### src/core/swm_defs.svh
// Timing, command and field constants for the single-wire bus master.
// Assumes a 50 MHz system clock; every cycle count is derived from a time in microseconds.
`ifndef SWM_DEFS_SVH
`define SWM_DEFS_SVH

// ----------------------------------------------------------------------------
// Clock and conversion
// ----------------------------------------------------------------------------
`define SWM_CLK_MHZ 50
`define SWM_CYC(us) ((us) * `SWM_CLK_MHZ)

// ----------------------------------------------------------------------------
// Bus times in microseconds
// ----------------------------------------------------------------------------
`define SWM_RESET_LOW_US 480
`define SWM_RESET_HIGH_US 480
`define SWM_PRES_SAMPLE_US 70
`define SWM_SLOT_US 70
`define SWM_REC_US 5
`define SWM_WR1_LOW_US 6
`define SWM_WR0_LOW_US 65
`define SWM_RD_LOW_US 2
`define SWM_RD_SAMPLE_US 12
`define SWM_RDV_US 15

// ----------------------------------------------------------------------------
// Commands and field sizes
// ----------------------------------------------------------------------------
`define SWM_CMD_READ_ID 8'h33
`define SWM_CMD_SEARCH 8'hf0
`define SWM_CMD_LAST_BIT 3'h7
`define SWM_ID_LAST_BIT 6'h3f
`define SWM_CRC_DATA_BITS 7'h38
`define SWM_CRC_POLY 8'h8c
`define SWM_CNT_W 16

`endif

### src/core/swm_pkg.sv
// Types shared by the single-wire bus master and its slot engine.
// Assumes nothing beyond a SystemVerilog compiler.
package swm_pkg;

   // ----------------------------------------------------------------------------
   // User operations and controller states
   // ----------------------------------------------------------------------------
   typedef enum logic [1:0] {OP_RESET, OP_READ_ID, OP_SEARCH} op_e;

   typedef enum logic [3:0] {
      ST_IDLE, ST_RST_LOW, ST_RST_WAIT, ST_RST_REC, ST_CMD, ST_READ, ST_SRCH_A, ST_SRCH_B, ST_SRCH_W
   } state_e;

endpackage : swm_pkg

### src/core/slot_if.sv
// Handshake between the transaction controller and the bit-slot engine.
// Assumes both ends run on the same system clock.
`timescale 1ns/1ps
`default_nettype none

interface slot_if;
   logic start;
   logic wr;
   logic wbit;
   logic done;
   logic rbit;
   modport ctrl (output start, output wr, output wbit, input done, input rbit);
   modport engine (input start, input wr, input wbit, output done, output rbit);
endinterface : slot_if

`default_nettype wire

### src/core/swm_master.sv
// Single-wire bus master: reset and presence, command byte, identity read and one search pass.
// Assumes an open-drain line with an external pull-up; i_dq comes straight from the pin.
//
// Functional notes
// - All fields travel least significant bit first.
// - Every slot begins with master pulling low.
// - Line left released whenever master is idle.
// - Reset, presence, command, then data phase.
// - Reset pulse holds line low 480 us.
// - Command is exactly eight bits.
// - Identity read only with one slave attached.
// - Search: read bit, complement, write choice.
// - Slot 60-120 us; one short, zero long.
// - Read bit sampled within 15 us.
// - Released line 480 us after reset pulse.
// - CRC x^8+x^5+x^4+1 over first 56 bits.
`timescale 1ns/1ps
`default_nettype none
`include "swm_defs.svh"

module swm_master
   import swm_pkg::*;
#(
   parameter int CYC_PER_US = `SWM_CLK_MHZ,
   parameter int RESET_LOW_CYC = `SWM_RESET_LOW_US * CYC_PER_US,
   parameter int RESET_HIGH_CYC = `SWM_RESET_HIGH_US * CYC_PER_US
) (
   input wire logic i_sys_clk,
   input wire logic i_rst_b,
   input wire logic i_start,
   input wire op_e i_op,
   input wire logic [63:0] i_search_path,
   output logic o_busy,
   output logic o_done,
   output logic o_presence,
   output logic o_no_device,
   output logic o_crc_ok,
   output logic [63:0] o_rom,
   output logic [63:0] o_conflict,
   input wire logic i_dq,
   output logic o_dq_out,
   output logic o_dq_oe_b
);

   localparam logic [`SWM_CNT_W-1:0] RST_LOW_END = `SWM_CNT_W'(RESET_LOW_CYC - 1);
   localparam logic [`SWM_CNT_W-1:0] RST_HIGH_END = `SWM_CNT_W'(RESET_HIGH_CYC - 1);
   localparam logic [`SWM_CNT_W-1:0] PRES_AT = `SWM_CNT_W'(`SWM_PRES_SAMPLE_US * CYC_PER_US - 1);

   // ----------------------------------------------------------------------------
   // Pin synchroniser and slot engine
   // ----------------------------------------------------------------------------
   logic sync1_q, sync2_q, slot_pull;
   slot_if sl ();

   // Two flops before the line is used; the first is read only by the second.
   always_ff @(posedge i_sys_clk or negedge i_rst_b) begin
      if (!i_rst_b) begin
         sync1_q <= 1'b1;
         sync2_q <= 1'b1;
      end else begin
         sync1_q <= i_dq;
         sync2_q <= sync1_q;
      end
   end

   slot_engine #(.CYC_PER_US(CYC_PER_US)) u_slot (
      .i_sys_clk(i_sys_clk),
      .i_rst_b(i_rst_b),
      .i_line(sync2_q),
      .o_pull(slot_pull),
      .sl(sl)
   );

   // ----------------------------------------------------------------------------
   // Transaction controller
   // ----------------------------------------------------------------------------
   state_e state_q, state_d;
   op_e op_q, op_d;
   logic [`SWM_CNT_W-1:0] cnt_q, cnt_d;
   logic [5:0] idx_q, idx_d;
   logic [63:0] rom_q, rom_d, conf_q, conf_d;
   logic [7:0] crc_q, crc_d, cmd_byte;
   logic pend_q, pend_d, a_q, a_d, choice_q, choice_d, pres_q, pres_d;
   logic nodev_q, nodev_d, crcok_q, crcok_d, done_q, done_d, rpull_q, rpull_d;

   // One CRC step in the reflected form used on the bus.
   function automatic logic [7:0] crc_step(input logic [7:0] c, input logic b);
      logic fb;
      fb = c[0] ^ b;
      crc_step = (c >> 1) ^ (fb ? `SWM_CRC_POLY : 8'h00);
   endfunction : crc_step

   assign cmd_byte = (op_q == OP_SEARCH) ? `SWM_CMD_SEARCH : `SWM_CMD_READ_ID;
   assign sl.start = !pend_q && (state_q inside {ST_CMD, ST_READ, ST_SRCH_A, ST_SRCH_B, ST_SRCH_W});
   assign sl.wr = (state_q == ST_CMD) || (state_q == ST_SRCH_W);
   assign sl.wbit = (state_q == ST_CMD) ? cmd_byte[idx_q[2:0]] : choice_q;

   // Next values of the controller.
   always_comb begin
      state_d = state_q;
      op_d = op_q;
      cnt_d = cnt_q;
      idx_d = idx_q;
      rom_d = rom_q;
      conf_d = conf_q;
      crc_d = crc_q;
      pend_d = pend_q;
      a_d = a_q;
      choice_d = choice_q;
      pres_d = pres_q;
      nodev_d = nodev_q;
      crcok_d = crcok_q;
      done_d = 1'b0;
      pend_d = (pend_q || sl.start) && !sl.done;
      case (state_q)
         ST_IDLE: begin
            if (i_start) begin
               state_d = ST_RST_LOW;
               op_d = i_op;
               cnt_d = '0;
               idx_d = '0;
               conf_d = '0;
               crc_d = '0;
               pres_d = 1'b0;
               nodev_d = 1'b0;
               crcok_d = 1'b0;
            end
         end
         ST_RST_LOW: begin
            cnt_d = cnt_q + 1'b1;
            if (cnt_q == RST_LOW_END) begin
               state_d = ST_RST_WAIT;
               cnt_d = '0;
            end
         end
         ST_RST_WAIT: begin
            cnt_d = cnt_q + 1'b1;
            if (cnt_q == PRES_AT) begin
               pres_d = !sync2_q;
               state_d = ST_RST_REC;
            end
         end
         ST_RST_REC: begin
            cnt_d = cnt_q + 1'b1;
            if (cnt_q == RST_HIGH_END) begin
               if (!pres_q || op_q == OP_RESET) begin
                  state_d = ST_IDLE;
                  done_d = 1'b1;
               end else begin
                  state_d = ST_CMD;
               end
            end
         end
         ST_CMD: begin
            if (sl.done) begin
               idx_d = idx_q + 1'b1;
               if (idx_q[2:0] == `SWM_CMD_LAST_BIT) begin
                  idx_d = '0;
                  state_d = (op_q == OP_SEARCH) ? ST_SRCH_A : ST_READ;
               end
            end
         end
         ST_SRCH_A: begin
            if (sl.done) begin
               a_d = sl.rbit;
               state_d = ST_SRCH_B;
            end
         end
         ST_SRCH_B: begin
            if (sl.done) begin
               if (a_q && sl.rbit) begin
                  nodev_d = 1'b1;
                  state_d = ST_IDLE;
                  done_d = 1'b1;
               end else begin
                  choice_d = (a_q != sl.rbit) ? a_q : i_search_path[idx_q];
                  conf_d[idx_q] = (a_q == sl.rbit);
                  state_d = ST_SRCH_W;
               end
            end
         end
         ST_READ, ST_SRCH_W: begin
            if (sl.done) begin
               rom_d[idx_q] = (state_q == ST_READ) ? sl.rbit : choice_q;
               if (7'(idx_q) < `SWM_CRC_DATA_BITS) begin
                  crc_d = crc_step(crc_q, rom_d[idx_q]);
               end
               idx_d = idx_q + 1'b1;
               state_d = (state_q == ST_READ) ? ST_READ : ST_SRCH_A;
               if (idx_q == `SWM_ID_LAST_BIT) begin
                  crcok_d = (crc_q == rom_d[63:56]);
                  state_d = ST_IDLE;
                  done_d = 1'b1;
               end
            end
         end
         default: begin
            state_d = ST_IDLE;
         end
      endcase
      rpull_d = (state_d == ST_RST_LOW);
   end

   // Controller registers.
   always_ff @(posedge i_sys_clk or negedge i_rst_b) begin
      if (!i_rst_b) begin
         state_q <= ST_IDLE;
         op_q <= OP_RESET;
         cnt_q <= '0;
         idx_q <= '0;
         rom_q <= '0;
         conf_q <= '0;
         crc_q <= '0;
         pend_q <= 1'b0;
         a_q <= 1'b0;
         choice_q <= 1'b0;
         pres_q <= 1'b0;
         nodev_q <= 1'b0;
         crcok_q <= 1'b0;
         done_q <= 1'b0;
         rpull_q <= 1'b0;
      end else begin
         state_q <= state_d;
         op_q <= op_d;
         cnt_q <= cnt_d;
         idx_q <= idx_d;
         rom_q <= rom_d;
         conf_q <= conf_d;
         crc_q <= crc_d;
         pend_q <= pend_d;
         a_q <= a_d;
         choice_q <= choice_d;
         pres_q <= pres_d;
         nodev_q <= nodev_d;
         crcok_q <= crcok_d;
         done_q <= done_d;
         rpull_q <= rpull_d;
      end
   end

   // Outputs; the pin is only ever pulled low, the pull-up makes the high level.
   assign o_dq_out = 1'b0;
   assign o_dq_oe_b = !(rpull_q || slot_pull);
   assign o_busy = (state_q != ST_IDLE);
   assign o_done = done_q;
   assign o_presence = pres_q;
   assign o_no_device = nodev_q;
   assign o_crc_ok = crcok_q;
   assign o_rom = rom_q;
   assign o_conflict = conf_q;
endmodule : swm_master

`default_nettype wire

### src/core/slot_engine.sv
// Bit-slot engine: generates one write or read slot per start request.
// Assumes i_line is already synchronised to i_sys_clk and that start comes only while idle.
`timescale 1ns/1ps
`default_nettype none
`include "swm_defs.svh"

module slot_engine
   import swm_pkg::*;
#(
   // Cycles per microsecond; a bench may lower it to shorten every slot in proportion.
   parameter int CYC_PER_US = `SWM_CLK_MHZ
) (
   input wire logic i_sys_clk,
   input wire logic i_rst_b,
   input wire logic i_line,
   output logic o_pull,
   slot_if.engine sl
);

   localparam logic [`SWM_CNT_W-1:0] SLOT_END = `SWM_CNT_W'((`SWM_SLOT_US + `SWM_REC_US) * CYC_PER_US - 1);
   localparam logic [`SWM_CNT_W-1:0] SAMPLE_AT = `SWM_CNT_W'(`SWM_RD_SAMPLE_US * CYC_PER_US);
   localparam logic [`SWM_CNT_W-1:0] RDV_CYC = `SWM_CNT_W'(`SWM_RDV_US * CYC_PER_US);

   logic busy_q, busy_d, wr_q, wr_d, wbit_q, wbit_d, rbit_q, rbit_d, pull_q, pull_d;
   logic [`SWM_CNT_W-1:0] cnt_q, cnt_d;

   // Low time of the slot: a one is a short pulse, a zero holds most of the slot.
   function automatic logic [`SWM_CNT_W-1:0] low_len(input logic wr, input logic b);
      if (!wr) begin
         low_len = `SWM_CNT_W'(`SWM_RD_LOW_US * CYC_PER_US);
      end else if (b) begin
         low_len = `SWM_CNT_W'(`SWM_WR1_LOW_US * CYC_PER_US);
      end else begin
         low_len = `SWM_CNT_W'(`SWM_WR0_LOW_US * CYC_PER_US);
      end
   endfunction : low_len

   assign sl.done = busy_q && (cnt_q == SLOT_END);
   assign sl.rbit = rbit_q;
   assign o_pull = pull_q;

   // Next-state logic; the pull is registered from the next count so the pin never glitches.
   always_comb begin
      busy_d = busy_q;
      cnt_d = cnt_q;
      wr_d = wr_q;
      wbit_d = wbit_q;
      rbit_d = rbit_q;
      if (!busy_q) begin
         if (sl.start) begin
            busy_d = 1'b1;
            cnt_d = '0;
            wr_d = sl.wr;
            wbit_d = sl.wbit;
         end
      end else begin
         cnt_d = cnt_q + 1'b1;
         if (!wr_q && cnt_q == SAMPLE_AT) begin
            rbit_d = i_line;
         end
         if (cnt_q == SLOT_END) begin
            busy_d = 1'b0;
         end
      end
      pull_d = busy_d && (cnt_d < low_len(wr_d, wbit_d));
   end

   // State registers.
   always_ff @(posedge i_sys_clk or negedge i_rst_b) begin
      if (!i_rst_b) begin
         busy_q <= 1'b0;
         cnt_q <= '0;
         wr_q <= 1'b0;
         wbit_q <= 1'b0;
         rbit_q <= 1'b1;
         pull_q <= 1'b0;
      end else begin
         busy_q <= busy_d;
         cnt_q <= cnt_d;
         wr_q <= wr_d;
         wbit_q <= wbit_d;
         rbit_q <= rbit_d;
         pull_q <= pull_d;
      end
   end
endmodule : slot_engine

`default_nettype wire

### config.mk
export PLATFORM = sky130hd
export DESIGN_NAME = swm_master
export DESIGN_NICKNAME = d
export VERILOG_FILES = /design/src/core/swm_pkg.sv /design/src/core/slot_if.sv /design/src/core/swm_master.sv /design/src/core/slot_engine.sv
export VERILOG_INCLUDE_DIRS = /design/src /design/src/core
export SDC_FILE = /design/constraint.sdc
export NUM_CORES = 1
export LEC_CHECK = 0
export ABC_AREA = 1
export BUFFER_PORTS_ARGS = -buffer_cell sky130_fd_sc_hd__buf_2
export CAP_MARGIN = 10
export CORE_MARGIN = 4
export CORE_UTILIZATION = 30
export DETAILED_ROUTE_END_ITERATION = 12
export PLACE_DENSITY = 0.55
export RECOVER_POWER = 25
export SETUP_SLACK_MARGIN = 0.15
export SLEW_MARGIN = 5
export SYNTH_ARGS = -nofsm -noshare
export SYNTH_HDL_FRONTEND = slang
export SYNTH_HIERARCHICAL = 1
export SYNTH_SLANG_ARGS = --single-unit
### constraint.sdc
create_clock -name i_sys_clk -period 6.3 [get_ports i_sys_clk]
set_clock_uncertainty 0.1 [all_clocks]
set_input_delay 0.63 -clock i_sys_clk [delete_from_list [all_inputs] [get_ports i_sys_clk]]
set_output_delay 0.63 -clock i_sys_clk [all_outputs]
set_load 0.05 [all_outputs]
# Word level (Yosys, flattened, before mapping)
# Cells that the tools add are included.
[word_totals]
regBits = 195
in_bits = 70
out_inout_bits = 135
elab_cells = 175
[classes]
n_addsub = 3
magnitude_cmp = 5
n_eq_ne = 28
mux = 73
n_bitwise = 3
n_reduce_logical = 40
[op_table]
columns = ["operator", "n"]
rows = [
  ["64-bit two-way mux", 3],
  ["64-bit bitwise mux", 2],
  ["64-bit one-hot mux with 2 select lines", 1],
  ["16-bit two-way mux", 5],
  ["16-bit one-hot mux with 3 select lines", 1],
  ["4-bit two-way mux", 10],
  ["8-bit two-way mux", 5],
  ["16-bit by 1-bit adder with 16-bit output, second input constant", 2],
  ["16-bit by 12-bit == test with 1-bit output, second input constant", 2],
  ["4-bit one-hot mux with 8 select lines", 1],
  ["1-bit two-way mux", 26],
  ["6-bit two-way mux", 4],
  ["4-bit AND reduction", 5],
  ["6-bit one-hot mux with 3 select lines", 1],
  ["16-bit by 10-bit == test with 1-bit output, second input constant", 1],
  ["16-bit by 15-bit == test with 1-bit output, second input constant", 1],
  ["4-bit by 3-bit == test with 1-bit output, second input constant", 4],
  ["16-bit < comparator", 1],
  ["2-bit != test, second input constant", 8],
  ["8-bit one-hot mux with 2 select lines", 1],
  ["1-bit binary-select mux with 6-bit select", 2],
  ["12-bit two-way mux", 1],
  ["2-bit AND reduction", 5],
  ["4-bit by 1-bit == test with 1-bit output, second input constant", 2],
  ["34 further kinds", 58],
]

# Logic depth before layout (Yosys ltp)
# Gate-level depths: netlist of run 1.
[logic_depth]
word_depth = 13
ltp_mapped = 18
ltp_nobuf = 18

# Hierarchy
# The synthesis of run 1 kept the hierarchy.
[modules_own_cells]
columns = ["mod", "instances", "cells_per_inst", "area_per_inst_um2", "seq_area_each_um2"]
rows = [
  ["swm_master", 1, 1282, 9496.6, 4356.7],
  ["slot_engine", 1, 213, 1522.7, 526.8],
]

# Least setup slack after synthesis of run 1
# No wires, ideal clock.
[synth_timing]
kind = "register to register"
start = "register state_q[0]"
end = "register u_slot.pull_q, in the netlist u_slot/o_pull"
setup_time_ns = 0.119
arrival_ns = 2.299
required_time_ns = 6.081
path_slack_ns = 3.782
stages_incl_launch_ff = 16
n_path_buf = 1
synth_period_minus_slack_ns = 2.518
path_cell_list = "dfrtp_1 > nor2_2 > nand2_1 > a21oi_1 > nand2_2 > buf_4 > a22oi_1 > a31o_2 > inv_1 > ha_1 > and3_1 > nand3_1 > nand2_1 > clkinv_1 > a21oi_1 > nor2_1"
[synth_between]
word_cells_on_any_way = 21
classes_between = "order compare (1); eq/ne (5); mux (11); reduce/logical (4)"
[synth_rtl]
columns = ["element", "line", "text"]
rows = [
  ["start, declared", "swm_master.sv:77", "state_e state_q, state_d;"],
  ["start signal, assigned", "swm_master.sv:223", "state_q <= state_d;"],
  ["4-bit by 3-bit == test with 1-bit output / 4-bit == test (equally long branches)", "swm_master.sv:94", "assign sl.start = !pend_q && (state_q inside {ST_CMD, ST_READ, ST_SRCH_A, ST_SRCH_B, ST_SRCH_W});"],
  ["5-bit nonzero test *", "swm_master.sv:94", ""],
  ["1-bit logical AND *", "swm_master.sv:94", ""],
  ["named net sl.start", "slot_if.sv:7", "logic start;"],
  ["16-bit two-way mux *", "slot_engine.sv:50", "if (sl.start) begin"],
  ["16-bit two-way mux *", "slot_engine.sv:49", "if (!busy_q) begin"],
  ["named net u_slot.cnt_d[7]", "slot_engine.sv:25", "logic [`SWM_CNT_W-1:0] cnt_q, cnt_d;"],
  ["16-bit < comparator *", "slot_engine.sv:65", "pull_d = busy_d && (cnt_d < low_len(wr_d, wbit_d));"],
  ["1-bit logical AND *", "slot_engine.sv:65", ""],
  ["named net u_slot.pull_d", "slot_engine.sv:24", "logic busy_q, busy_d, wr_q, wr_d, wbit_q, wbit_d, rbit_q, rbit_d, pull_q, pull_d;"],
  ["end signal, assigned", "slot_engine.sv:83", "pull_q <= pull_d;"],
  ["end, declared", "slot_engine.sv:24", ""],
]
# Mark *: on every way through the listed nets, which the timed path passes. The rest lies on a longest branch.
# A chain may end at the register's enable or synchronous reset.

# Worst setup path after layout of run 1
[layout_timing]
start = "register idx_q[0]"
end = "register crcok_q, in the netlist o_crc_ok"
[layout_between]
elab_chain_cells = 9
word_cells_on_any_way = 13
classes_between = "order compare (2); eq/ne (3); mux (6); reduce/logical (2)"
[layout_rtl]
columns = ["element", "line", "text"]
rows = [
  ["start, declared", "swm_master.sv:80", "logic [5:0] idx_q, idx_d;"],
  ["start signal, assigned", "swm_master.sv:226", "idx_q <= idx_d;"],
  ["6-bit by 7-bit < comparator with 1-bit output (not written as such) / 6-bit by 1-bit greater-or-equal comparator with 1-bit output (equally long branches)", "swm_master.sv:184", "rom_d[idx_q] = (state_q == ST_READ) ? sl.rbit : choice_q;"],
  ["1-bit logical AND (not written as such)", "swm_master.sv:184", ""],
  ["1-bit two-way mux", "swm_master.sv:184", ""],
  ["1-bit demux with 6-bit select", "swm_master.sv:184", ""],
  ["64-bit bitwise mux", "swm_master.sv:184", ""],
  ["8-bit == test", "swm_master.sv:191", "crcok_d = (crc_q == rom_d[63:56]);"],
  ["1-bit two-way mux", "swm_master.sv:190", "if (idx_q == `SWM_ID_LAST_BIT) begin"],
  ["1-bit two-way mux", "swm_master.sv:183", "if (sl.done) begin"],
  ["1-bit one-hot mux with 2 select lines", "swm_master.sv:115", "case (state_q)"],
  ["end signal, assigned", "swm_master.sv:235", "crcok_q <= crcok_d;"],
  ["end, declared", "swm_master.sv:84", "logic nodev_q, nodev_d, crcok_q, crcok_d, done_q, done_d, rpull_q, rpull_d;"],
]
# Several ways; a longest one is shown, not always the timed one. The select of a mux whose other input is x is not followed.

==> reports/results.txt, run 1 <==
The clock transition at the register clock pins on the worst setup and hold paths after CTS is 80 ps, and the count of input and output buffers is 203. Yosys printed 6 warnings. The largest net degree at the start of global routing came out at 117.

The leakage power was 6.70 nW; the top achievable clock speed was 0.262 GHz. The tools report the clock latency reported for the late side of the worst-skew pair as 440 ps. Placed wire-length estimate after detailed placement: 24400 um. The number of detailed-route iterations in the first pass is 8, and the internal power of the cells is 0.00186 W. For the via count of the first global-routing pass, the log shows 9965. TritonCTS built the clock tree. Registers are responsible for 50.8% of the overall power. Walking the worst path, the cells encountered are inv_1 > nor2_1 > nand2_1 > o21ai_1 > inv_1 > nand2_1 > nand2_1 > nor2_1 > nand3_1 > nand2_1. The number of clock buffers added by TritonCTS is 17.

The tightest min-delay check is of the input pin to asynchronous set/reset pin type. The number of setup buffers added after CTS was 0. Using the TritonRoute via totals, the vias-per-cell ratio works out to 4.88. The largest individual stage delay along the critical path comes from the cell sky130_fd_sc_hd__dfrtp_1. On the worst path, the slowest cell contributes a delay of 1090 ps.

The wire length of the first global-routing pass was 54900 um. In this run the worst path has a maximum fanout of 38. Of the total power, the share spent switching nets is 24.8%. For the number of placed instances with taps included, the log shows 2101.

STA classifies the critical path startpoint as a register. The max-cap check violation count was 1; the count of pins on the block boundary was 205. Setup violations remaining at the end of the flow were counted as 0. The clock network accounts for 45.9% of the total power. At the end of the flow the core is filled with cells to 36.1%. The count of hold-fix buffers inserted at cts is 0, and the overall die width is 200 um. The combined global-route utilization of all metal layers came out at 17.5%. The share of the cycle needed by the critical path after routing came out at 60.7%. The logs give 69 for the number of core rows and 0.0399 mm^2 for the die footprint.

The share of the synthesized area in the top cell type is 43.6%, and the number of H-tree levels is 4. Area growth from synthesis to layout: 17.6%. Worst ir drop on vdd: 171 uV.

The tools report the setup TNS as 0 ps. The logs give 2133 for the non-filler instance count after layout and 109 for the number of max-slew violations in the final report. For the number of antenna violations at the first check in global routing, the log shows 0.

Once detail routing completed, the nets flagged for antenna violations numbered 0. Number of enable flip-flop cells after synthesis: 0. In this run the deepest clock path goes through 2 buffers. Setup repair after global routing left no endpoint under its margin. For the synthesized area, the log shows 0.0110 mm^2. The fraction of final layout cells with drive strength greater than 1 is 18.5%.

At the worst endpoint, the required time is 6580 ps. The number of clock sinks seen by CTS came out at 195. By area the synthesized netlist is led by sky130_fd_sc_hd__dfrtp_1 44%, sky130_fd_sc_hd__nand2_1 15%, sky130_fd_sc_hd__nor2_1 6.5%. The via count of the routed design is 10.4k. In this design, the critical path's most frequently occurring cell is sky130_fd_sc_hd__nand2_1.

In the final layout, the multi-input gates occupy 0.00537 mm^2. Synthesis produced a netlist with a net count of 1580. The power dissipated by switching net loads was 0.000614 W. The first routing iteration left 604 violations. The checks that failed: capacitance limit, slew limit. In the routed design, unresolved DRC markers number 0. The predominant post-synthesis flop cell was sky130_fd_sc_hd__dfrtp_1. Measured along the y axis, the die boundary spans 200 um. The routed design has 35400 um of wire. After clock tree synthesis, the repair step resized 0 gates. At the pin with the least slew margin, the transition time is 2790 ps. For the count of fill cells added during filler insertion, the log shows 3798. The worst setup path is captured at a register.

The register cell area after layout was 0.00488 mm^2. The detail-routed net length per standard cell was 16.6 um; the diode insertion count for antenna repair was 0. The top cell types in the final layout, fill and taps aside, are 444 x sky130_fd_sc_hd__nand2_1, 202 x sky130_fd_sc_hd__buf_2, 192 x sky130_fd_sc_hd__dfrtp_1.

The initial core utilization was 30.7%; the post-route minimum period was 3820 ps. The total overflow left after global routing is 0. The hold violation count in the final report was 0.

The worst setup path is of the register to register kind. The count of state elements after synthesis is 195. The mean post-synth cell area was 7.37 um^2; the headroom to the max-slew limit was -86.2%. The logs give 0.839 for the last weighted congestion value of the routability-driven placer and 3.2% for the share of total power in combinational logic.

The leading area contributor after synthesis was sky130_fd_sc_hd__dfrtp_1. For this run, asynchronously set or reset flops after synthesis account for 100%. The arrival time of data at the critical path endpoint is 4100 ps.

Summing the sequential cell areas from Yosys gives 44.3% of the chip area. Cell at the root of the clock tree: sky130_fd_sc_hd__clkbuf_16. The completed layout was analyzed and its total power is 0.00248 W. The run finished, with violations left. The commonest non-fill, non-tap cell in the layout is sky130_fd_sc_hd__nand2_1. The ratio of total power to cell area was 191 mW/mm^2. After technology mapping, the gate count stands at 1495. The tools report the area of the core region as 0.0359 mm^2. The netlist uses 53 different library cells. After the last flow step, the layout net total stands at 1744.
## path summary, 6_finish.rpt
kind	from	end	slack [ps]	cells after the start
worst max register to register	idx_q[0]	o_crc_ok	2480	10
worst max-delay path	idx_q[0]	o_crc_ok	2480	10
min in group i_sys_clk	i_dq	sync1_q	200	1
worst min-delay path	i_rst_b	cnt_q[11]	100	1
worst min register to register	sync1_q	sync2_q	260	0
max in group asynchronous	i_rst_b	o_conflict[32]	2820	2
## synthesized netlist by cell type, types with 2 or more instances
library cell and count:
sky130_fd_sc_hd__o31ai_1 4, sky130_fd_sc_hd__buf_1 5, sky130_fd_sc_hd__nand3b_1 3, sky130_fd_sc_hd__buf_4 4, sky130_fd_sc_hd__nand2_4 3, sky130_fd_sc_hd__a21oi_1 118
sky130_fd_sc_hd__clkinv_1 2, sky130_fd_sc_hd__inv_2 10, sky130_fd_sc_hd__buf_2 22, sky130_fd_sc_hd__nor2_4 12, sky130_fd_sc_hd__o21bai_1 2, sky130_fd_sc_hd__dfstp_2 3
sky130_fd_sc_hd__inv_1 108, sky130_fd_sc_hd__nand2_1 445, sky130_fd_sc_hd__nor2_1 190, sky130_fd_sc_hd__nand4_1 20, sky130_fd_sc_hd__o211a_1 19, sky130_fd_sc_hd__buf_6 5
sky130_fd_sc_hd__xnor2_1 2, sky130_fd_sc_hd__nand2_2 11, sky130_fd_sc_hd__nor3_2 5, sky130_fd_sc_hd__o21ai_1 81, sky130_fd_sc_hd__nand3_1 56, sky130_fd_sc_hd__a22oi_1 3
sky130_fd_sc_hd__nor2_2 16, sky130_fd_sc_hd__o22ai_1 8, sky130_fd_sc_hd__a31oi_1 4, sky130_fd_sc_hd__dfrtp_1 192, sky130_fd_sc_hd__o211ai_1 4, sky130_fd_sc_hd__nor4_1 4
sky130_fd_sc_hd__xor2_1 10, sky130_fd_sc_hd__clkbuf_1 26, sky130_fd_sc_hd__ha_1 15, sky130_fd_sc_hd__o21ai_0 48, sky130_fd_sc_hd__nor3_1 17
## flip-flops by register name, indices dropped and copies added (netlist names)
| name | flops |
|---|---|
| a_q | 1 |
| choice_q | 1 |
| cnt_q | 16 |
| crc_q | 8 |
| idx_q | 6 |
| o_conflict | 64 |
| o_crc_ok | 1 |
| o_done | 1 |
| o_no_device | 1 |
| o_presence | 1 |
| o_rom | 64 |
| op_q | 2 |
| pend_q | 1 |
| rpull_q | 1 |
| state_q | 4 |
| sync1_q | 1 |
| sync2_q | 1 |
| u_slot/busy_q | 1 |
| u_slot/cnt_q | 16 |
| u_slot/o_pull | 1 |
| u_slot/sl.rbit | 1 |
| u_slot/wbit_q | 1 |
| u_slot/wr_q | 1 |
## cell families (layout without fill, tap and decap cells)
family,after synthesis,count (layout),share of synthesized area [%]
buffers and inverters,185,362,7.16
XOR/XNOR,12,12,0.954
flip-flops,195,195,44.3
AO/OA/AOI/OAI,299,299,15.2
other,1,1,0.0340
AND/OR/NAND/NOR,788,788,30.6
adder cells (fa/ha/maj),15,15,1.70
## power by group through the flow
stage          clock (W)  sequential (W)  combinational (W)
2_1_floorplan          0         0.00128          0.0000281
3_3_place_gp           0         0.00128          0.0000847
3_5_place_dp           0         0.00128          0.0000844
4_1_cts          0.00116         0.00126          0.0000846
5_1_grt          0.00122         0.00126          0.0000929
6_report         0.00114         0.00126          0.0000803
## through the flow
step	hold slack [ps]	instance area (um^2)	setup WS (ps)
finish	99.7	13000	2480
global route	161	13000	2050
CTS	156	13000	2480
detailed placement	249	12400	2500
global placement	247	12400	2480
floorplan	234	11000	3780
## critical path, delay by kind of cell, from the launching register on
kind	cells	cell delay [ps]
compound gates	1	220
flops	1	1090
buf+inv	2	890
simple gates	7	1480
## final cells by class
type,instances,share of cell area [%]
well taps,461,4.45
multi-input cells,1115,41.4
flip-flops and latches,195,37.7
clock buffers,18,3.39
repair buffers,209,8.24
inverters,121,3.53
clock inverters,14,1.26
## per-layer routing
metal	wire [um]	share of wire (%)	global-route usage (%)	vias to the layer above
li1	-	-	-	5178
met1	15100	43	21.9	4949
met2	17300	49	29.6	241
met3	2350	6.6	5.04	33
met4	681	1.9	5.06	0
met5	0	0	0	-
Note: power is estimated with default switching activity, not from simulation.
==> run 2: changes to the inputs <==
--- a/config.mk
+++ b/config.mk
@@ -12,7 +12,7 @@
 export CORE_MARGIN = 4
 export CORE_UTILIZATION = 30
 export DETAILED_ROUTE_END_ITERATION = 12
-export PLACE_DENSITY = 0.55
+export PLACE_DENSITY = 0.57
 export RECOVER_POWER = 25
 export SETUP_SLACK_MARGIN = 0.15
 export SLEW_MARGIN = 5
==> constraint.sdc (replaced) <==
create_clock -name i_sys_clk -period 3.11 [get_ports i_sys_clk]
set_clock_uncertainty 0.1 [all_clocks]
set_input_delay 0.311 -clock i_sys_clk [delete_from_list [all_inputs] [get_ports i_sys_clk]]
set_output_delay 0.311 -clock i_sys_clk [all_outputs]
set_load 0.05 [all_outputs]
==> reports/results.txt, run 2 (synthesized netlist as in run 1, its figures left out) <==
The logs give 2158 (+1.2%) for the non-filler instance count after layout and 0.367 GHz (+40%) for the top achievable clock speed. Area of the core region: 0.0359 mm^2 (unchanged). For the last weighted congestion value of the routability-driven placer, the log shows 0.914 (+8.9%). The number of clock sinks seen by CTS is 195 (unchanged), and the number of cells on the worst hold path is 0.

The combined global-route utilization of all metal layers was 17.8% (+0.30 points). Met2 track demand over resource: 28.8% (-0.81 points). The run gives 0 (unchanged) as the number of antenna violations at the first check in global routing.

The arrival time of data at the critical path endpoint is 2940 ps (-1160 ps). For the remaining antenna violation count, the log shows 0 (unchanged). The number of H-tree levels is 4 (unchanged). Global-route layer with the greatest usage: met2.

The diode insertion count for antenna repair was 0 (unchanged); the met3 usage in global routing was 5.11% (+0.067 points). For the die footprint, the log shows 0.0399 mm^2 (unchanged). On the critical path, the stage with the largest delay is an instance of sky130_fd_sc_hd__dfrtp_1. For the via count of the routed design, the log shows 10.5k (+1.2%). STA classifies the critical path startpoint as a register.

The library cells used most frequently in the layout, excluding fill and tap cells, are 443 x sky130_fd_sc_hd__nand2_1, 202 x sky130_fd_sc_hd__buf_2, 192 x sky130_fd_sc_hd__dfrtp_1. The tools report the number of placed instances with taps included as 2122 (+1.0%). The run gives 1769 (+1.4%) as the final net count. The worst slack on hold paths is 263 ps (+163 ps), and the hold violation count in the final report is 0 (unchanged). The number of setup buffers added after CTS was 0 (unchanged). Compared with the post-synthesis result, the final layout area differs by 20.0%.

The share of the cycle needed by the critical path after routing was 87.5% (+27 points). The post-detailed-route via-to-cell ratio is 4.88 (about the same). TritonCTS built the clock tree. The clock latency reported for the late side of the worst-skew pair is 440 ps (about the same), and the largest net degree at the start of global routing is 117 (unchanged). The tools report the wire length reported by the detailed router as 35700 um (+0.90%).

For the initial core utilization, the log shows 30.7% (unchanged). The cell depth of the worst flop-to-flop path was 15 (+5). Number of DRC violations after detailed-routing iteration 0: 680 (+13%). The count of fill cells added during filler insertion was 3755 (-1.1%). The run gives 0 (-100%) as the number of max-slew violations in the final report. The run gives 56200 um (+2.4%) as the wire length of the first global-routing pass.

The post-layout total power was 0.00501 W (+100%). Setup repair after global routing left no endpoint under its margin. The fraction of final layout cells with drive strength greater than 1 is 19.6% (+1.1 points), and the headroom to the max-slew limit is 2.33% (+89 points). The via count of the first global-routing pass was 10.0k (+0.65%). The placed wire-length estimate after detailed placement is 25500 um (+4.5%), and the global routing met1 resource utilization is 24.1% (+2.2 points). The number of core rows was 69 (unchanged); the minimum setup slack in the final design was 389 ps (-2090 ps). The maximum fanout along the worst path was 9 (-76%); the post-placement setup slack was 280 ps (-2220 ps).

The number of detailed-route iterations in the first pass was 6 (-2). The vertical die dimension came out at 200 um (unchanged). The maximum buffer depth of the clock tree was 2 (unchanged); the post-route minimum period was 2720 ps (-1100 ps). The number of remaining DRC errors was 0 (unchanged); the setup slack on the worst flop-to-flop path was 390 ps (-2090 ps).

The ratio of total power to cell area works out to 379 mW/mm^2 (+98%). The total area of multi-input combinational cells was 0.00538 mm^2 (+0.12%); the worst ir drop on vdd was 354 uV (+110%). The register cell area after layout was 0.00488 mm^2 (unchanged); the detail-routed net length per standard cell was 16.6 um (-0.27%). The critical path is of the register to register type.

The cell type with the highest occurrence count on the critical path was sky130_fd_sc_hd__nand2_1. The overall die width is 200 um (unchanged). The cell at the root of the clock tree is sky130_fd_sc_hd__clkbuf_16. The setup TNS is 0 ps (unchanged). The stage delay of the slowest cell on the critical path is 450 ps (-640 ps), and the data required time at the worst endpoint is 3330 ps (-3250 ps).

The run gives 205 (unchanged) as the count of pins on the block boundary. The tools report the global-route congestion overflow total as 0 (unchanged). In this run the worst hold path is classified as register to register. The clock transition at the register clock pins on the worst setup and hold paths after CTS was 80 ps (about the same); the leakage power was 6.83 nW (+2.0%).

The max-cap check violation count was 0 (-1). The final setup violation count is 0 (unchanged). The flow ran to the end, and the final reports show no timing, DRC or antenna violations.

Measured slew at the worst slew-check pin: 1470 ps (-1330 ps). The critical path goes through nor2_2 > nand2_1 > a21oi_2 > nand2_2 > inv_4 > nand2_1 > nand2_1 > nand2_2 > ha_1 > and3_1 > nand3_1 > nand2_1 > clkinv_1 > a21oi_1 > nor2_1. The commonest non-fill, non-tap cell in the layout was sky130_fd_sc_hd__nand2_1. STA classifies the critical path endpoint as a register.

The count of input and output buffers came out at 203 (unchanged). Number of buffers created by CTS: 17 (unchanged).
run 2: critical path, delay by kind of cell, from the launching register on:
kind	cells	cell delay, ps
AND/OR/NAND/NOR	10	1180
AO/OA/AOI/OAI	2	350
adder cells (fa/ha/maj)	1	340
flip-flops	1	450
buffers and inverters	2	190
run 2: final timing paths:
path / from / to
max: state_q[0] / u_slot/o_pull
min: sync1_q / sync2_q
max reg2reg: state_q[0] / u_slot/o_pull
min reg2reg: sync1_q / sync2_q
max in group asynchronous: i_rst_b / o_rom[41]
min in group asynchronous: i_rst_b / o_done
run 2: power breakdown:
part / total [W] / switching [W] / internal, W
combinational: 0.000170 / 0.000104 / 0.0000659
clock: 0.00229 / 0.00114 / 0.00115
sequential: 0.00255 / 0.00000734 / 0.00254
run 2: metrics by stage:
| step | cell area (um^2) | utilization (%) |
|---|---|---|
| detailed placement | 12600 | 35.0 |
| global placement | 12600 | 35.0 |
| floorplan | 11000 | - |
| finish | 13200 | 36.8 |
| CTS | 13200 | 36.8 |
| global route | 13200 | 36.8 |
run 2: final cells by class:
type	instances	area share, %
inverter	121	3.48
timing repair buffer	234	10.1
sequential	195	36.9
clock inverter	14	1.26
multi-input combinational	1115	40.6
clock buffer	18	3.25
tap	461	4.36
run 2: what timing repair did:
action                                 in CTS  in global routing
hold buffers                                4                  0
gates resized for setup                     0                  5
endpoints found under the hold margin      53                  0
setup endpoints to repair                   0                  1
run 2: routing by layer:
metal	routed length, um	part of all wire [%]
met1	15700	44
met2	17000	48
met3	2590	7.3
met4	365	1.0
met5	0	0
==> run 3: changes to the inputs <==
--- a/config.mk
+++ b/config.mk
@@ -9,10 +9,12 @@
 export ABC_AREA = 1
 export BUFFER_PORTS_ARGS = -buffer_cell sky130_fd_sc_hd__buf_2
 export CAP_MARGIN = 10
+export CELL_PAD_IN_SITES_DETAIL_PLACEMENT = 0
+export CELL_PAD_IN_SITES_GLOBAL_PLACEMENT = 1
 export CORE_MARGIN = 4
 export CORE_UTILIZATION = 30
 export DETAILED_ROUTE_END_ITERATION = 12
-export PLACE_DENSITY = 0.57
+export PLACE_DENSITY = 0.72
 export RECOVER_POWER = 25
 export SETUP_SLACK_MARGIN = 0.15
 export SLEW_MARGIN = 5
==> reports/results.txt, run 3 (synthesized netlist as in run 1, its figures left out) <==
For the headroom to the max-slew limit, the log shows 33.1% (+31 points). STA classifies the critical path endpoint as a register. The vertical die dimension was 200 um (unchanged); the wire length of the first global-routing pass was 57300 um (+1.8%). The fraction of final layout cells with drive strength greater than 1 works out to 19.6% (about the same).

The run finished with clean final reports. The stage delay of the slowest cell on the critical path came out at 460 ps (about the same). The logs give 0.0399 mm^2 (unchanged) for the die footprint and 30.7% (unchanged) for the initial core utilization. The tools report the global-route congestion overflow total as 0 (unchanged). Relative to the synthesized area, the layout overhead comes to 20.3%. The cell family contributing the most delay on the critical path was simple AND/OR/NAND/NOR gates.

For the worst slack on hold paths, the log shows 300 ps (+37.3 ps). TritonCTS built the clock tree. The logs give 0 (unchanged) for the number of setup buffers added after CTS and 0.00488 mm^2 (unchanged) for the register cell area after layout. Setup TNS: 0 ps (unchanged).

The number of detailed-route iterations in the first pass is 6 (unchanged), and the largest net degree at the start of global routing is 100 (-15%). The post-detailed-route via-to-cell ratio was 4.81 (-1.4%); the total area of multi-input combinational cells was 0.00541 mm^2 (+0.63%). For the worst ir drop on vdd, the log shows 342 uV (-3.5%). The clock transition at the register clock pins on the worst setup and hold paths after CTS was 70 ps (about the same); the minimum setup slack in the final design was 412 ps (+23.5 ps).

The count of fill cells added during filler insertion is 3812 (+1.5%). The wire length reported by the detailed router was 36000 um (+0.66%); the count of pins on the block boundary was 205 (unchanged). Slowest library cell on the worst path: sky130_fd_sc_hd__dfrtp_1. The startpoint of the lowest-slack hold path is i_start. The terminating pin of the worst hold path is rpull_q. The tools report the maximum buffer depth of the clock tree as 2 (unchanged).

The worst setup path is launched from a register. The ratio of total power to cell area was 375 mW/mm^2 (-1.2%); the number of buffer and inverter instances along the worst setup path was 3 (+1). The post-route minimum period came out at 2700 ps (-23.5 ps). The number of antenna violations at the first check in global routing was 1 (+1); the detail-routed net length per standard cell was 16.6 um (+0.47%). For the diode insertion count for antenna repair, the log shows 0 (unchanged).

In the layout the commonest cells are 442 x sky130_fd_sc_hd__nand2_1, 201 x sky130_fd_sc_hd__buf_2, 192 x sky130_fd_sc_hd__dfrtp_1. The final setup violation count came out at 0 (unchanged). Final net count: 1774 (+0.28%). Worst reg2reg path endpoint: u_slot/o_pull. The leakage power came out at 6.84 nW (about the same).

The area of the core region is 0.0359 mm^2 (unchanged). The run gives 0 (unchanged) as the remaining antenna violation count. Traced cell by cell, the critical path runs through inv_2 > nand2_2 > nor2_4 > inv_1 > a21oi_1 > o21ai_0 > o21ai_0 > o21ai_1 > nand2_1 > ha_1 > and3_1 > nand3_1 > nand2_1 > clkinv_1 > a21oi_1 > nor2_1. Last weighted congestion value of the routability-driven placer: 0.866 (-5.3%). Setup repair after global routing left no endpoint under its margin. The number of core rows is 69 (unchanged).

The max-cap check violation count was 0 (unchanged). The maximum fanout along the worst path was 5 (-4). The overall die width is 200 um (unchanged), and the cell depth of the worst flop-to-flop path is 16 (+1). The placed wire-length estimate after detailed placement was 26000 um (+2.1%); the combined global-route utilization of all metal layers was 18.2% (+0.38 points). The logic depth of the worst setup path including buffers is 16 (+1). The tightest min-delay check is of the input pin to register type.

The tools report the source of the worst register-to-register timing path as state_q[3]. The number of H-tree levels is 4 (unchanged), and the number of buffers created by CTS is 17 (unchanged). The measured slew at the worst slew-check pin is 1000 ps (-462 ps), and the number of clock sinks seen by CTS is 195 (unchanged). Commonest non-fill, non-tap cell in the layout: sky130_fd_sc_hd__nand2_1.

The arrival time of data at the critical path endpoint was 2910 ps (-30 ps). The run gives 3330 ps (about the same) as the data required time at the worst endpoint. The count of input and output buffers works out to 203 (unchanged).

For the clock latency reported for the late side of the worst-skew pair, the log shows 440 ps (about the same). The top achievable clock speed was 0.371 GHz (+0.87%); the post-placement setup slack was 217 ps (-62.3 ps). The via count of the routed design is 10.4k (-1.3%). The worst setup path is of the register to register kind. Hold violation count in the final report: 0 (unchanged). The share of the cycle needed by the critical path after routing works out to 86.7% (-0.75 points). For the number of remaining DRC errors, the log shows 0 (unchanged).

Via count of the first global-routing pass: 10.1k (+0.52%). The root buffer cell chosen for the clock tree is sky130_fd_sc_hd__clkbuf_16. Number of cells on the worst hold path: 3 (+3). The number of DRC violations after detailed-routing iteration 0 is 720 (+5.9%). The number of max-slew violations in the final report was 0 (unchanged); the setup slack on the worst flop-to-flop path was 410 ps (+20 ps).
run 3: cell types whose count changed in the layout (fill, tap and decap cells not counted), moves of 2 or more:
cell / previous run / this run
sky130_fd_sc_hd__clkinv_4: 1 / 4
sky130_fd_sc_hd__clkbuf_1: 1 / 5
sky130_fd_sc_hd__buf_12: 6 / 4
sky130_fd_sc_hd__buf_4: 21 / 24
sky130_fd_sc_hd__clkbuf_8: 0 / 2
sky130_fd_sc_hd__clkinvlp_4: 3 / 1
run 3: worst max-delay path by stage:
stage                     startpoint            end
after global placement    state_q[0]  u_slot/o_pull
after CTS                 state_q[0]  u_slot/o_pull
after floorplan           state_q[0]  u_slot/o_pull
after global routing      state_q[3]  u_slot/o_pull
final                     state_q[3]  u_slot/o_pull
after detailed placement  state_q[0]  u_slot/o_pull
run 3: per-stage QoR:
stage               power (W)  util [%]  cell area [um^2]  instances
finish                0.00497      36.9             13300       2162
floorplan             0.00266         -             11000       1495
detailed placement    0.00278      35.1             12600       2127
CTS                   0.00505      36.9             13200       2162
global placement      0.00278      35.1             12600       2127
global route          0.00518      36.9             13300       2162
run 3: routing by layer:
metal / vias to the layer above / routed length, um / GRT usage [%] / part of all wire, %
met5: - / 7 / 0 / 0.019
met4: 2 / 352 / 3.27 / 0.98
met3: 20 / 2200 / 4.77 / 6.1
met2: 225 / 17000 / 29.1 / 47
met1: 4900 / 16400 / 25.2 / 46
li1: 5243 / - / - / -
run 3: cell type report:
type	instances	area share, %
Clock buffer	19	3.34
Sequential cell	195	36.8
Multi-Input combinational cell	1115	40.8
Inverter	121	3.45
Timing Repair Buffer	239	10.1
Tap cell	461	4.35
Clock inverter	12	1.09
run 3: worst reg2reg max path, delay by kind of cell, from the launching register on:
family / cells / cell delay (ps)
fa+ha+maj: 1 / 350
flops: 1 / 460
compound gates: 5 / 620
buf+inv: 3 / 240
simple gates: 7 / 830
run 3: timing repair:
| item | in CTS | in global routing |
|---|---|---|
| gates resized for setup | 0 | 10 |
| hold buffers | 4 | 0 |
| endpoints found under the setup margin | 0 | 23 |
| endpoints found under the hold margin | 95 | 0 |
run 3: where the power goes:
part / switching (W) / internal, W
Clock: 0.00108 / 0.00116
Sequential: 0.00000801 / 0.00254
Combinational: 0.000107 / 0.0000644
